==> src/hdl/ecg_status_pkg.sv <==
package ecg_status_pkg;

  // ==================================================================
  // Register indices; byte address is four times the index
  localparam int ECG_ADDR_W = 8;
  localparam logic [5:0] ECG_IDX_CTRL = 6'h01;
  localparam logic [5:0] ECG_IDX_RANGE_FLAGS = 6'h1e;
  localparam logic [5:0] ECG_IDX_OPSTATE = 6'h1f;
  localparam logic [5:0] ECG_IDX_IRQ_STATUS = 6'h30;
  localparam logic [5:0] ECG_IDX_IRQ_MASK = 6'h31;

  // ==================================================================
  // Field layout
  localparam int ECG_REG_W = 24;
  localparam int ECG_NUM_ELECTRODES = 7;
  // Index 0 common, 1 chest two, 2 chest one, 3 right arm, 4 left leg, 5 left arm, 6 right leg drive
  localparam int ECG_OVER_POS [ECG_NUM_ELECTRODES] = '{13, 18, 19, 20, 21, 22, 23};
  localparam int ECG_UNDER_POS [ECG_NUM_ELECTRODES] = '{2, 7, 8, 9, 10, 11, 12};
  localparam int ECG_POWER_ENABLE_POS = 1;
  localparam int ECG_OPS_LOCK_NOW = 0;
  localparam int ECG_OPS_LOCK_LOST = 1;
  localparam int ECG_OPS_BUSY = 2;
  localparam int ECG_OPS_INT_FAULT = 3;
  localparam int ECG_IRQ_W = 4;
  localparam int ECG_IRQ_LOCK_LOST = 0;
  localparam int ECG_IRQ_INT_FAULT = 1;
  localparam int ECG_IRQ_CFG_READY = 2;
  localparam int ECG_IRQ_LEAD_OFF = 3;

  // ==================================================================
  // Reset values
  localparam logic [23:0] ECG_OPSTATE_RESET = 24'h000001;
  localparam logic [23:0] ECG_CTRL_RESET = 24'h000000;
  localparam logic [ECG_IRQ_W-1:0] ECG_IRQ_MASK_RESET = 4'h0;

  // ==================================================================
  // AXI responses
  localparam logic [1:0] ECG_RESP_OKAY = 2'h0;
  localparam logic [1:0] ECG_RESP_SLVERR = 2'h2;

endpackage

==> src/hdl/ecg_lock_watch.sv <==
`timescale 1ns/1ns
`default_nettype none

module ecg_lock_watch
  import ecg_status_pkg::*;
(
  input wire logic sys_clk,
  input wire logic reset_n,
  input wire logic pll_locked,
  input wire logic power_enable,
  input wire logic clear_on_read,
  output logic lock_lost,
  output logic lost_event
);

  // ==================================================================
  // State
  typedef struct packed {
    logic armed;
    logic prev_lock;
    logic lost;
    logic event_pulse;
  } ecg_lw_state_t;

  ecg_lw_state_t st_r;
  ecg_lw_state_t st_nxt;
  logic fall;

  // ==================================================================
  // Next state
  always_comb begin
    st_nxt = st_r;
    // A fall only counts once the enabled PLL has locked
    fall = st_r.armed && st_r.prev_lock && !pll_locked;
    st_nxt.prev_lock = pll_locked;
    st_nxt.armed = power_enable && (st_r.armed || pll_locked);
    st_nxt.event_pulse = fall;
    if (!power_enable) begin
      st_nxt.lost = 1'b0;
    end else if (fall) begin
      st_nxt.lost = 1'b1;
    end else if (clear_on_read) begin
      st_nxt.lost = 1'b0;
    end
  end

  always_ff @(posedge sys_clk) begin
    if (!reset_n) begin
      st_r <= '0;
    end else begin
      st_r <= st_nxt;
    end
  end

  assign lock_lost = st_r.lost;
  assign lost_event = st_r.event_pulse;

endmodule // ecg_lock_watch

`default_nettype wire

==> src/hdl/ecg_status_regs.sv <==
`timescale 1ns/1ns
`default_nettype none

module ecg_status_regs
  import ecg_status_pkg::*;
#(
  parameter int NUM_ELECTRODES = ECG_NUM_ELECTRODES
) (
  input wire logic sys_clk,
  input wire logic reset_n,
  input wire logic [ECG_ADDR_W-1:0] s_axi_awaddr,
  input wire logic [2:0] s_axi_awprot,
  input wire logic s_axi_awvalid,
  output logic s_axi_awready,
  input wire logic [31:0] s_axi_wdata,
  input wire logic [3:0] s_axi_wstrb,
  input wire logic s_axi_wvalid,
  output logic s_axi_wready,
  output logic [1:0] s_axi_bresp,
  output logic s_axi_bvalid,
  input wire logic s_axi_bready,
  input wire logic [ECG_ADDR_W-1:0] s_axi_araddr,
  input wire logic [2:0] s_axi_arprot,
  input wire logic s_axi_arvalid,
  output logic s_axi_arready,
  output logic [31:0] s_axi_rdata,
  output logic [1:0] s_axi_rresp,
  output logic s_axi_rvalid,
  input wire logic s_axi_rready,
  input wire logic [NUM_ELECTRODES-1:0] over_cmp,
  input wire logic [NUM_ELECTRODES-1:0] under_cmp,
  input wire logic pll_locked,
  input wire logic internal_error,
  input wire logic config_loaded,
  output logic power_enable_bit,
  output logic irq
);

  // ==================================================================
  // State
  typedef struct packed {
    logic aw_held;
    logic [ECG_ADDR_W-1:0] aw_addr;
    logic w_held;
    logic [31:0] w_data;
    logic [3:0] w_strb;
    logic awready;
    logic wready;
    logic bvalid;
    logic [1:0] bresp;
    logic arready;
    logic rvalid;
    logic [31:0] rdata;
    logic [1:0] rresp;
    logic power_enable;
    logic [ECG_REG_W-1:0] range_flags;
    logic lock_now;
    logic busy;
    logic int_fault;
    logic [ECG_IRQ_W-1:0] irq_status;
    logic [ECG_IRQ_W-1:0] irq_mask;
    logic irq;
  } ecg_state_t;

  ecg_state_t st_r;
  ecg_state_t st_nxt;

  logic lock_lost;
  logic lost_event;
  logic rd_take;
  logic rd_opstate;
  logic aw_have;
  logic w_have;
  logic [ECG_ADDR_W-1:0] wr_addr;
  logic [31:0] wr_data;
  logic [3:0] wr_strb;
  logic [ECG_REG_W-1:0] flags_now;
  logic [ECG_REG_W-1:0] opstate_word;
  logic [ECG_IRQ_W-1:0] irq_set;
  logic [ECG_IRQ_W-1:0] irq_clr;

  // ==================================================================
  // Word assembly
  function automatic logic [ECG_REG_W-1:0] pack_flags(
    input logic [NUM_ELECTRODES-1:0] over,
    input logic [NUM_ELECTRODES-1:0] under
  );
    logic [ECG_REG_W-1:0] word;
    word = '0;
    for (int i = 0; i < NUM_ELECTRODES; i++) begin
      word[ECG_OVER_POS[i]] = over[i];
      word[ECG_UNDER_POS[i]] = under[i];
    end
    return word;
  endfunction

  function automatic logic mapped(input logic [ECG_ADDR_W-1:0] addr);
    logic [5:0] idx;
    idx = addr[ECG_ADDR_W-1:2];
    return (idx == ECG_IDX_CTRL) || (idx == ECG_IDX_RANGE_FLAGS) || (idx == ECG_IDX_OPSTATE) ||
           (idx == ECG_IDX_IRQ_STATUS) || (idx == ECG_IDX_IRQ_MASK);
  endfunction

  // ==================================================================
  // Lock-loss tracking
  // Read of the state word clears the sticky loss bit on the same edge that takes the read
  assign rd_take = s_axi_arvalid && st_r.arready;
  assign rd_opstate = rd_take && (s_axi_araddr[ECG_ADDR_W-1:2] == ECG_IDX_OPSTATE);

  ecg_lock_watch u_lock_watch (
    .sys_clk(sys_clk),
    .reset_n(reset_n),
    .pll_locked(pll_locked),
    .power_enable(st_r.power_enable),
    .clear_on_read(rd_opstate),
    .lock_lost(lock_lost),
    .lost_event(lost_event)
  );

  // ==================================================================
  // Next state
  always_comb begin
    st_nxt = st_r;
    irq_set = '0;
    irq_clr = '0;

    // Comparators are sampled every cycle; flags are live, not sticky
    flags_now = pack_flags(over_cmp, under_cmp);
    st_nxt.range_flags = flags_now;

    opstate_word = '0;
    opstate_word[ECG_OPS_LOCK_NOW] = st_r.lock_now;
    opstate_word[ECG_OPS_LOCK_LOST] = lock_lost;
    opstate_word[ECG_OPS_BUSY] = st_r.busy;
    opstate_word[ECG_OPS_INT_FAULT] = st_r.int_fault;

    st_nxt.lock_now = pll_locked;
    st_nxt.busy = !config_loaded;
    // Fault stays up until reset so a transient error is not missed by a later read
    if (internal_error) begin
      st_nxt.int_fault = 1'b1;
    end

    // Interrupt events
    irq_set[ECG_IRQ_LOCK_LOST] = lost_event;
    irq_set[ECG_IRQ_INT_FAULT] = internal_error;
    irq_set[ECG_IRQ_CFG_READY] = st_r.busy && config_loaded;
    irq_set[ECG_IRQ_LEAD_OFF] = |(flags_now & ~st_r.range_flags);

    // Write channel
    aw_have = st_r.aw_held || (s_axi_awvalid && st_r.awready);
    w_have = st_r.w_held || (s_axi_wvalid && st_r.wready);
    wr_addr = st_r.aw_held ? st_r.aw_addr : s_axi_awaddr;
    wr_data = st_r.w_held ? st_r.w_data : s_axi_wdata;
    wr_strb = st_r.w_held ? st_r.w_strb : s_axi_wstrb;
    if (s_axi_awvalid && st_r.awready) begin
      st_nxt.aw_held = 1'b1;
      st_nxt.aw_addr = s_axi_awaddr;
    end
    if (s_axi_wvalid && st_r.wready) begin
      st_nxt.w_held = 1'b1;
      st_nxt.w_data = s_axi_wdata;
      st_nxt.w_strb = s_axi_wstrb;
    end
    if (st_r.bvalid && s_axi_bready) begin
      st_nxt.bvalid = 1'b0;
    end
    if (aw_have && w_have && !st_r.bvalid) begin
      st_nxt.aw_held = 1'b0;
      st_nxt.w_held = 1'b0;
      st_nxt.bvalid = 1'b1;
      st_nxt.bresp = mapped(wr_addr) ? ECG_RESP_OKAY : ECG_RESP_SLVERR;
      // Status words are read-only; writes to them are accepted and dropped
      unique case (wr_addr[ECG_ADDR_W-1:2])
        ECG_IDX_CTRL: begin
          if (wr_strb[0]) begin
            st_nxt.power_enable = wr_data[ECG_POWER_ENABLE_POS];
          end
        end
        ECG_IDX_IRQ_STATUS: begin
          if (wr_strb[0]) begin
            irq_clr = wr_data[ECG_IRQ_W-1:0];
          end
        end
        ECG_IDX_IRQ_MASK: begin
          if (wr_strb[0]) begin
            st_nxt.irq_mask = wr_data[ECG_IRQ_W-1:0];
          end
        end
        default: begin
          st_nxt.bresp = st_nxt.bresp;
        end
      endcase
    end
    st_nxt.awready = !st_nxt.aw_held && !st_nxt.bvalid;
    st_nxt.wready = !st_nxt.w_held && !st_nxt.bvalid;

    // Read channel; status reaches software only here, never a stream
    if (st_r.rvalid && s_axi_rready) begin
      st_nxt.rvalid = 1'b0;
    end
    if (rd_take) begin
      st_nxt.rvalid = 1'b1;
      st_nxt.rresp = mapped(s_axi_araddr) ? ECG_RESP_OKAY : ECG_RESP_SLVERR;
      st_nxt.rdata = '0;
      unique case (s_axi_araddr[ECG_ADDR_W-1:2])
        ECG_IDX_CTRL: begin
          st_nxt.rdata[ECG_POWER_ENABLE_POS] = st_r.power_enable;
        end
        ECG_IDX_RANGE_FLAGS: begin
          st_nxt.rdata[ECG_REG_W-1:0] = st_r.range_flags;
        end
        ECG_IDX_OPSTATE: begin
          st_nxt.rdata[ECG_REG_W-1:0] = opstate_word;
        end
        ECG_IDX_IRQ_STATUS: begin
          st_nxt.rdata[ECG_IRQ_W-1:0] = st_r.irq_status;
        end
        ECG_IDX_IRQ_MASK: begin
          st_nxt.rdata[ECG_IRQ_W-1:0] = st_r.irq_mask;
        end
        default: begin
          st_nxt.rdata = '0;
        end
      endcase
    end
    st_nxt.arready = !st_nxt.rvalid;

    // A new event beats a write-one-to-clear in the same cycle
    st_nxt.irq_status = (st_r.irq_status & ~irq_clr) | irq_set;
    st_nxt.irq = |(st_nxt.irq_status & st_nxt.irq_mask);
  end

  // ==================================================================
  // Registers
  always_ff @(posedge sys_clk) begin
    if (!reset_n) begin
      st_r <= '0;
      st_r.awready <= 1'b1;
      st_r.wready <= 1'b1;
      st_r.arready <= 1'b1;
      st_r.power_enable <= ECG_CTRL_RESET[ECG_POWER_ENABLE_POS];
      st_r.lock_now <= ECG_OPSTATE_RESET[ECG_OPS_LOCK_NOW];
      st_r.busy <= ECG_OPSTATE_RESET[ECG_OPS_BUSY];
      st_r.int_fault <= ECG_OPSTATE_RESET[ECG_OPS_INT_FAULT];
      st_r.irq_mask <= ECG_IRQ_MASK_RESET;
    end else begin
      st_r <= st_nxt;
    end
  end

  // ==================================================================
  // Outputs, all straight from the state register
  assign s_axi_awready = st_r.awready;
  assign s_axi_wready = st_r.wready;
  assign s_axi_bvalid = st_r.bvalid;
  assign s_axi_bresp = st_r.bresp;
  assign s_axi_arready = st_r.arready;
  assign s_axi_rvalid = st_r.rvalid;
  assign s_axi_rdata = st_r.rdata;
  assign s_axi_rresp = st_r.rresp;
  assign power_enable_bit = st_r.power_enable;
  assign irq = st_r.irq;

endmodule // ecg_status_regs

`default_nettype wire

==> config.mk <==
export PLATFORM = sky130hd
export DESIGN_NAME = ecg_status_regs
export DESIGN_NICKNAME = d
export VERILOG_FILES = /design/src/hdl/ecg_status_pkg.sv /design/src/hdl/ecg_lock_watch.sv /design/src/hdl/ecg_status_regs.sv
export SDC_FILE = /design/constraint.sdc
export NUM_CORES = 1
export LEC_CHECK = 0
export BUFFER_PORTS_ARGS = -buffer_cell sky130_fd_sc_hd__buf_2
export CAP_MARGIN = 20
export CELL_PAD_IN_SITES_DETAIL_PLACEMENT = 0
export CELL_PAD_IN_SITES_GLOBAL_PLACEMENT = 1
export CORE_UTILIZATION = 34
export DETAILED_ROUTE_END_ITERATION = 6
export PLACE_DENSITY = 0.76
export SLEW_MARGIN = 20
export SYNTH_ARGS = -nofsm -noshare
export SYNTH_HDL_FRONTEND = slang
export SYNTH_SLANG_ARGS = --single-unit
==> constraint.sdc <==
create_clock -name sys_clk -period 2.5 [get_ports sys_clk]
set_input_delay 0.25 -clock sys_clk [delete_from_list [all_inputs] [get_ports sys_clk]]
set_output_delay 0.25 -clock sys_clk [all_outputs]
set_load 0.1 [all_outputs]
# Word level (Yosys, flattened, before mapping)
# Index checks and enable logic that the tools add are counted.
# totals
in_bits	82
output_inout_bits	43
wordCells	104
reg_bits	120
# classes
n_mux	25
n_reduce_logical	37
bitwise_logic	6
n_eq_ne	10
# op_table
op	count
37-bit 2-to-1 mux	1
35-bit 2-to-1 mux	1
4-bit 2-to-1 mux	7
24-bit bitwise AND	1
6-bit by 5-bit == test with 1-bit output (second input constant)	4
6-bit == test (second input constant)	4
24-bit NOT	1
24-bit OR reduction	1
20-bit 2-to-1 mux	1
1-bit logical AND	14
6-bit by 1-bit == test with 1-bit output (second input constant)	2
1-bit logical OR	11
9-bit 2-to-1 mux	1
4-bit bitwise AND	2
8-bit 2-to-1 mux	1
2-bit one-hot mux with 4 select lines	1
1-bit zero test	7
1-bit 2-to-1 mux	7
1-bit one-hot mux with 5 select lines	1
2-bit 2-to-1 mux	2
4-bit NOT	1
4-bit OR	1
1-bit one-hot mux with 4 select lines	1
4-bit OR reduction	1
4 further kinds	4

# Logic depth before layout (Yosys ltp)
# logic_depth
word_depth	10
mapped_depth	7
ltp_nobuf	5

# Cells and area by module
# From an unflattened synthesis, not the netlist that was laid out.
# hier_totals
cells_unflattened	344
area_unflattened_um2	2967.8
# modules_own_cells
mod	area_per_inst_um2	n_inst	seq_area_each_um2	cells_each
ecg_status_regs	2826.5	1	1281.2	331
ecg_lock_watch	141.4	1	80.1	13

# Least setup slack after synthesis
# No wires, ideal clock.
# synth_path
path_kind	register -> register
from	register st_r (netlist bit s_axi_awready)
to	register st_r (netlist bit irq)
synth_period_minus_slack_ps	2879
path_buffers	2
setup_time_ps	125
t_arrival_ps	2754
required_time_ps	2375
path_stages_with_launch	8
setup_slack_ps	-379
path_cell_list	dfxtp_1 buf_4 a21oi_2 or3_1 buf_6 o41ai_1 o2bb2a_1 o41a_1
# synth_between
elab_chain_len	10
word_cells_on_any_way	11
classes_between	2 x mux; 4 x bitwise; 5 x reduce/logical
# synth_rtl
element	line_no	text
start, declared	ecg_status_regs.sv:65	ecg_state_t st_r;
start signal, assigned	ecg_status_regs.sv:248	st_r <= st_nxt;
1-bit logical AND (*)	ecg_status_regs.sv:151	aw_have = st_r.aw_held || (s_axi_awvalid && st_r.awready);
1-bit logical OR (*)	ecg_status_regs.sv:151	
1-bit logical AND (*) (2 in series)	ecg_status_regs.sv:168	if (aw_have && w_have && !st_r.bvalid) begin
4-bit 2-to-1 mux	ecg_status_regs.sv:168	
4-bit NOT	ecg_status_regs.sv:230	st_nxt.irq_status = (st_r.irq_status & ~irq_clr) | irq_set;
4-bit bitwise AND	ecg_status_regs.sv:230	
4-bit OR	ecg_status_regs.sv:230	
4-bit bitwise AND (*)	ecg_status_regs.sv:231	st_nxt.irq = |(st_nxt.irq_status & st_nxt.irq_mask);
4-bit OR reduction (*)	ecg_status_regs.sv:231	
# Every way passes the cells marked *; elsewhere a longest branch is shown, timed or not.
# A chain may end at the register's enable or synchronous reset.

# Final worst setup path
# layout_path
from	register st_r[123] (netlist bit)
to	register st_r (netlist bit irq)
# layout_between
elab_chain_len	9
word_cells_on_any_way	15
classes_between	2 x eq/ne; 5 x mux; 4 x bitwise; 4 x reduce/logical
# layout_rtl
element	line_no
8-bit 2-to-1 mux or 1-bit logical OR (tied branches)	ecg_status_regs.sv:153, ecg_status_regs.sv:151
6-bit == test or 1-bit logical AND (tied branches)	ecg_status_regs.sv:174, ecg_status_regs.sv:168
4-bit 2-to-1 mux or 1-bit logical AND (tied branches)	ecg_status_regs.sv:174, ecg_status_regs.sv:168
4-bit 2-to-1 mux	ecg_status_regs.sv:168
4-bit NOT	ecg_status_regs.sv:230
4-bit bitwise AND	ecg_status_regs.sv:230
4-bit OR	ecg_status_regs.sv:230
4-bit bitwise AND (*)	ecg_status_regs.sv:231
4-bit OR reduction (*)	ecg_status_regs.sv:231
# Marked as above.

==> key figures <==
Place
  • GP Congestion: 0.731
  • Number of buffers added on ports: 66
  • Detailed placement HPWL: 4980 um

Pwr
  • Flop pwr share: 42.9%
  • Sw Share: 31.6%
  • P_int: 1880 uW
  • Switching pwr: 871 uW
  • Comb power frac: 19.6%
  • Pleak: 0.00151 uW
  • Total power draw: 2750 uW
  • P per Cell Area: 787 nW/um^2
  • Maximum vdd ir drop: 0.000371 V
  • Clock power share: 37.5%

STA
  • Final period util: 92.6%
  • Pins over their slew limit: 0
  • Number of setup violations in the final report: 0
  • Worst Tran Pin Value: 0.734 ns
  • Fin. Hold Viols: 0
  • RSZ-0062 raised after global routing: no
  • Slew HR: 49.7%
  • Clock skew: 0.0109 ns
  • Setup_tns: 0 ns
  • Fmax: 432 MHz
  • Min Tclk post-route: 2.31 ns

Yosys
  • Total number of yosys warnings: 0
  • Mapped Area: 3000 sq um
  • Synth unique cells: 46
  • Mapped Cells: 348
  • Synthesized area per cell: 8.63 sq um
  • Yosys reg bits: 68
  • Top_reg_cell synth: dfxtp_1
  • Async SR Flop Fraction: 0%
  • Register area share after synthesis: 45.3%
  • Post-synth EDFFs: 0

Worst setup path
  • Reg2Reg Depth: 6
  • Terminus of the critical flop-to-flop path: irq
  • CP Max Fanout: 7
  • R2r setup slk: 0.19 ns
  • CP endpoint kind: flop
  • Worst Setup Start Kind: flop
  • Crit Path Class: reg2reg
  • Req. time, crit path: 2.72 ns
  • CP Data Arrival Time: 2.53 ns
  • R2r startpoint: st_r[123]

Global routing
  • Initial antenna violation count: 0
  • Gr usage total: 15.6%
  • First-pass GRT wire length: 11000 um
  • Gr ovfl total: 0
  • Largest net degree at the start of global routing: 22
  • Vias in the first global route: 2344

Job
  • Max Cap Viol: 0

Die
  • Core Area: 8380 sq um
  • Die X: 96 um
  • Die ar.: 9220 sq um
  • Chip height: 96 um
  • Initial core utilization: 35.8%
  • IO Count: 125
  • Row cnt: 33

Clock tree
  • Skew-Pair Late Insertion Delay: 0.34 ns
  • H-tree level count: 3
  • Hold-fix buffers, CTS: 0
  • Reg clk slew, reported paths: 0.08 ns
  • CTS tree: done
  • Clk buf depth: 2
  • Num CTS Buffers: 9
  • Root buf cell: clkbuf_8
  • Clk sinks: 68

Final layout
  • Most frequent cells in the layout: buf_2 (66), dfxtp_1 (66), nor2_1 (49)
  • Number of diodes: 0
  • Ratio of cells with drive above 1 in the final layout: 25.3%
  • Area Growth Syn to Fin: 16.5%
  • Fin nets: 480

Route
  • 1st-iter DRT viols: 82
  • Routed Antenna Nets: 0
  • Vias per cell: 4.92
  • Total Wirelength: 6690 um
  • Routed via count: 2499
  • DRT Pass-1 Iters: 5
  • WL per Instance: 13.2 um
  • DR DRC count: 0

Hold path
  • Worst Hold Class: in2reg
  • Worst Hold Path EP: opstate_word[2]
  • Hold Path Origin: config_loaded
  • Hold path depth: 2

Status
  • Status: completed
area by class of cell:
class                      instances  area [sq um]
clock inverter                     5          83.8
tap                              105           131
fill                             862          4880
inverter                          19          71.3
sequential                        68          1370
timing repair buffer              75           398
clock buffer                      11           151
multi-input combinational        225          1300
critical path, cell delays in order, from the launching register on:
cell	delay (ns)
dfxtp_1	0.39
buf_4	0.18
nor4_2	0.24
o22ai_1	0.29
o41ai_2	0.40
o2bb2a_1	0.26
o41a_1	0.42
cells in the mapped netlist (2+ instances only):
master	number	area, sq um
nand4_1	7	43.8
o21ai_0	6	30.0
o22ai_1	6	37.5
o41ai_1	5	43.8
dfxtp_1	68	1360
nor2_1	49	184
nor3_1	9	45.0
nand2b_1	4	25.0
a22oi_1	14	105
buf_6	2	22.5
clkbuf_1	10	37.5
and2_1	11	68.8
a221oi_1	4	35.0
and3_1	3	18.8
nand3_1	8	40.0
mux2i_1	6	60.1
nand2_1	25	93.8
a22o_1	2	17.5
inv_1	19	71.3
a21oi_1	21	105
a41oi_1	3	26.3
buf_4	39	293
nor4_1	2	12.5
o2bb2a_1	2	20.0
nor2b_1	2	12.5
power by group through the flow:
stage | combinational [uW] | clock [uW] | sequential, uW
after detailed placement | 540 | 0 | 1210
after floorplan | 399 | 0 | 1270
final | 541 | 1030 | 1180
after global placement | 537 | 0 | 1210
after global routing | 582 | 1120 | 1190
after CTS | 542 | 1060 | 1180
flip-flops by register name (all words and copies together), names as in the netlist, 2 cells and up:
register	cells
st_r	35
s_axi_rdata	17
opstate_word	3
u_lock_watch.st_r	2
stage by stage:
step | cell area [sq um] | utilization, % | hold slack [ns] | std cells | setup WS (ns)
after floorplan | 3070 | - | 0.322 | 364 | 0.0639
after global placement | 3250 | 38.8 | 0.420 | 492 | 0.198
after detailed placement | 3250 | 38.8 | 0.424 | 492 | 0.162
after CTS | 3480 | 41.6 | 0.0594 | 508 | 0.141
after global routing | 3500 | 41.7 | 0.0750 | 508 | 0.0643
final | 3500 | 41.7 | 0.0762 | 508 | 0.186
timing repair:
item / in CTS / in global routing
buffers inserted: 0 / 0
resized for setup: 0 / 2
endpoints found under the setup margin: 0 / 1
routing by layer:
| layer | global-route usage [%] | share of wire (%) | up-vias |
|---|---|---|---|
| met1 | 18.8 | 45 | 1173 |
| met5 | 0 | 0 | - |
| met3 | 5.29 | 6.5 | 4 |
| met4 | 5.47 | 0.94 | 0 |
| li1 | - | - | 1261 |
| met2 | 25.8 | 47 | 61 |
logic make-up after synthesis:
logic type             share of synthesized area [%]
AND/OR/NAND/NOR                                 20.5
AO/OA/AOI/OAI                                   17.4
buffers and inverters                           14.2
flip-flops                                      45.3
multiplexers                                    2.37
other                                          0.125
how the worst max path moves through the flow:
stage                 startpoint  endpoint  cells after the start
floorplan           s_axi_bvalid       irq                      5
global placement       st_r[123]       irq                      6
detailed placement     st_r[123]       irq                      6
CTS                    st_r[123]       irq                      6
global route           st_r[123]       irq                      6
finish                 st_r[123]       irq                      6
Power figures use the tool's default switching activity.
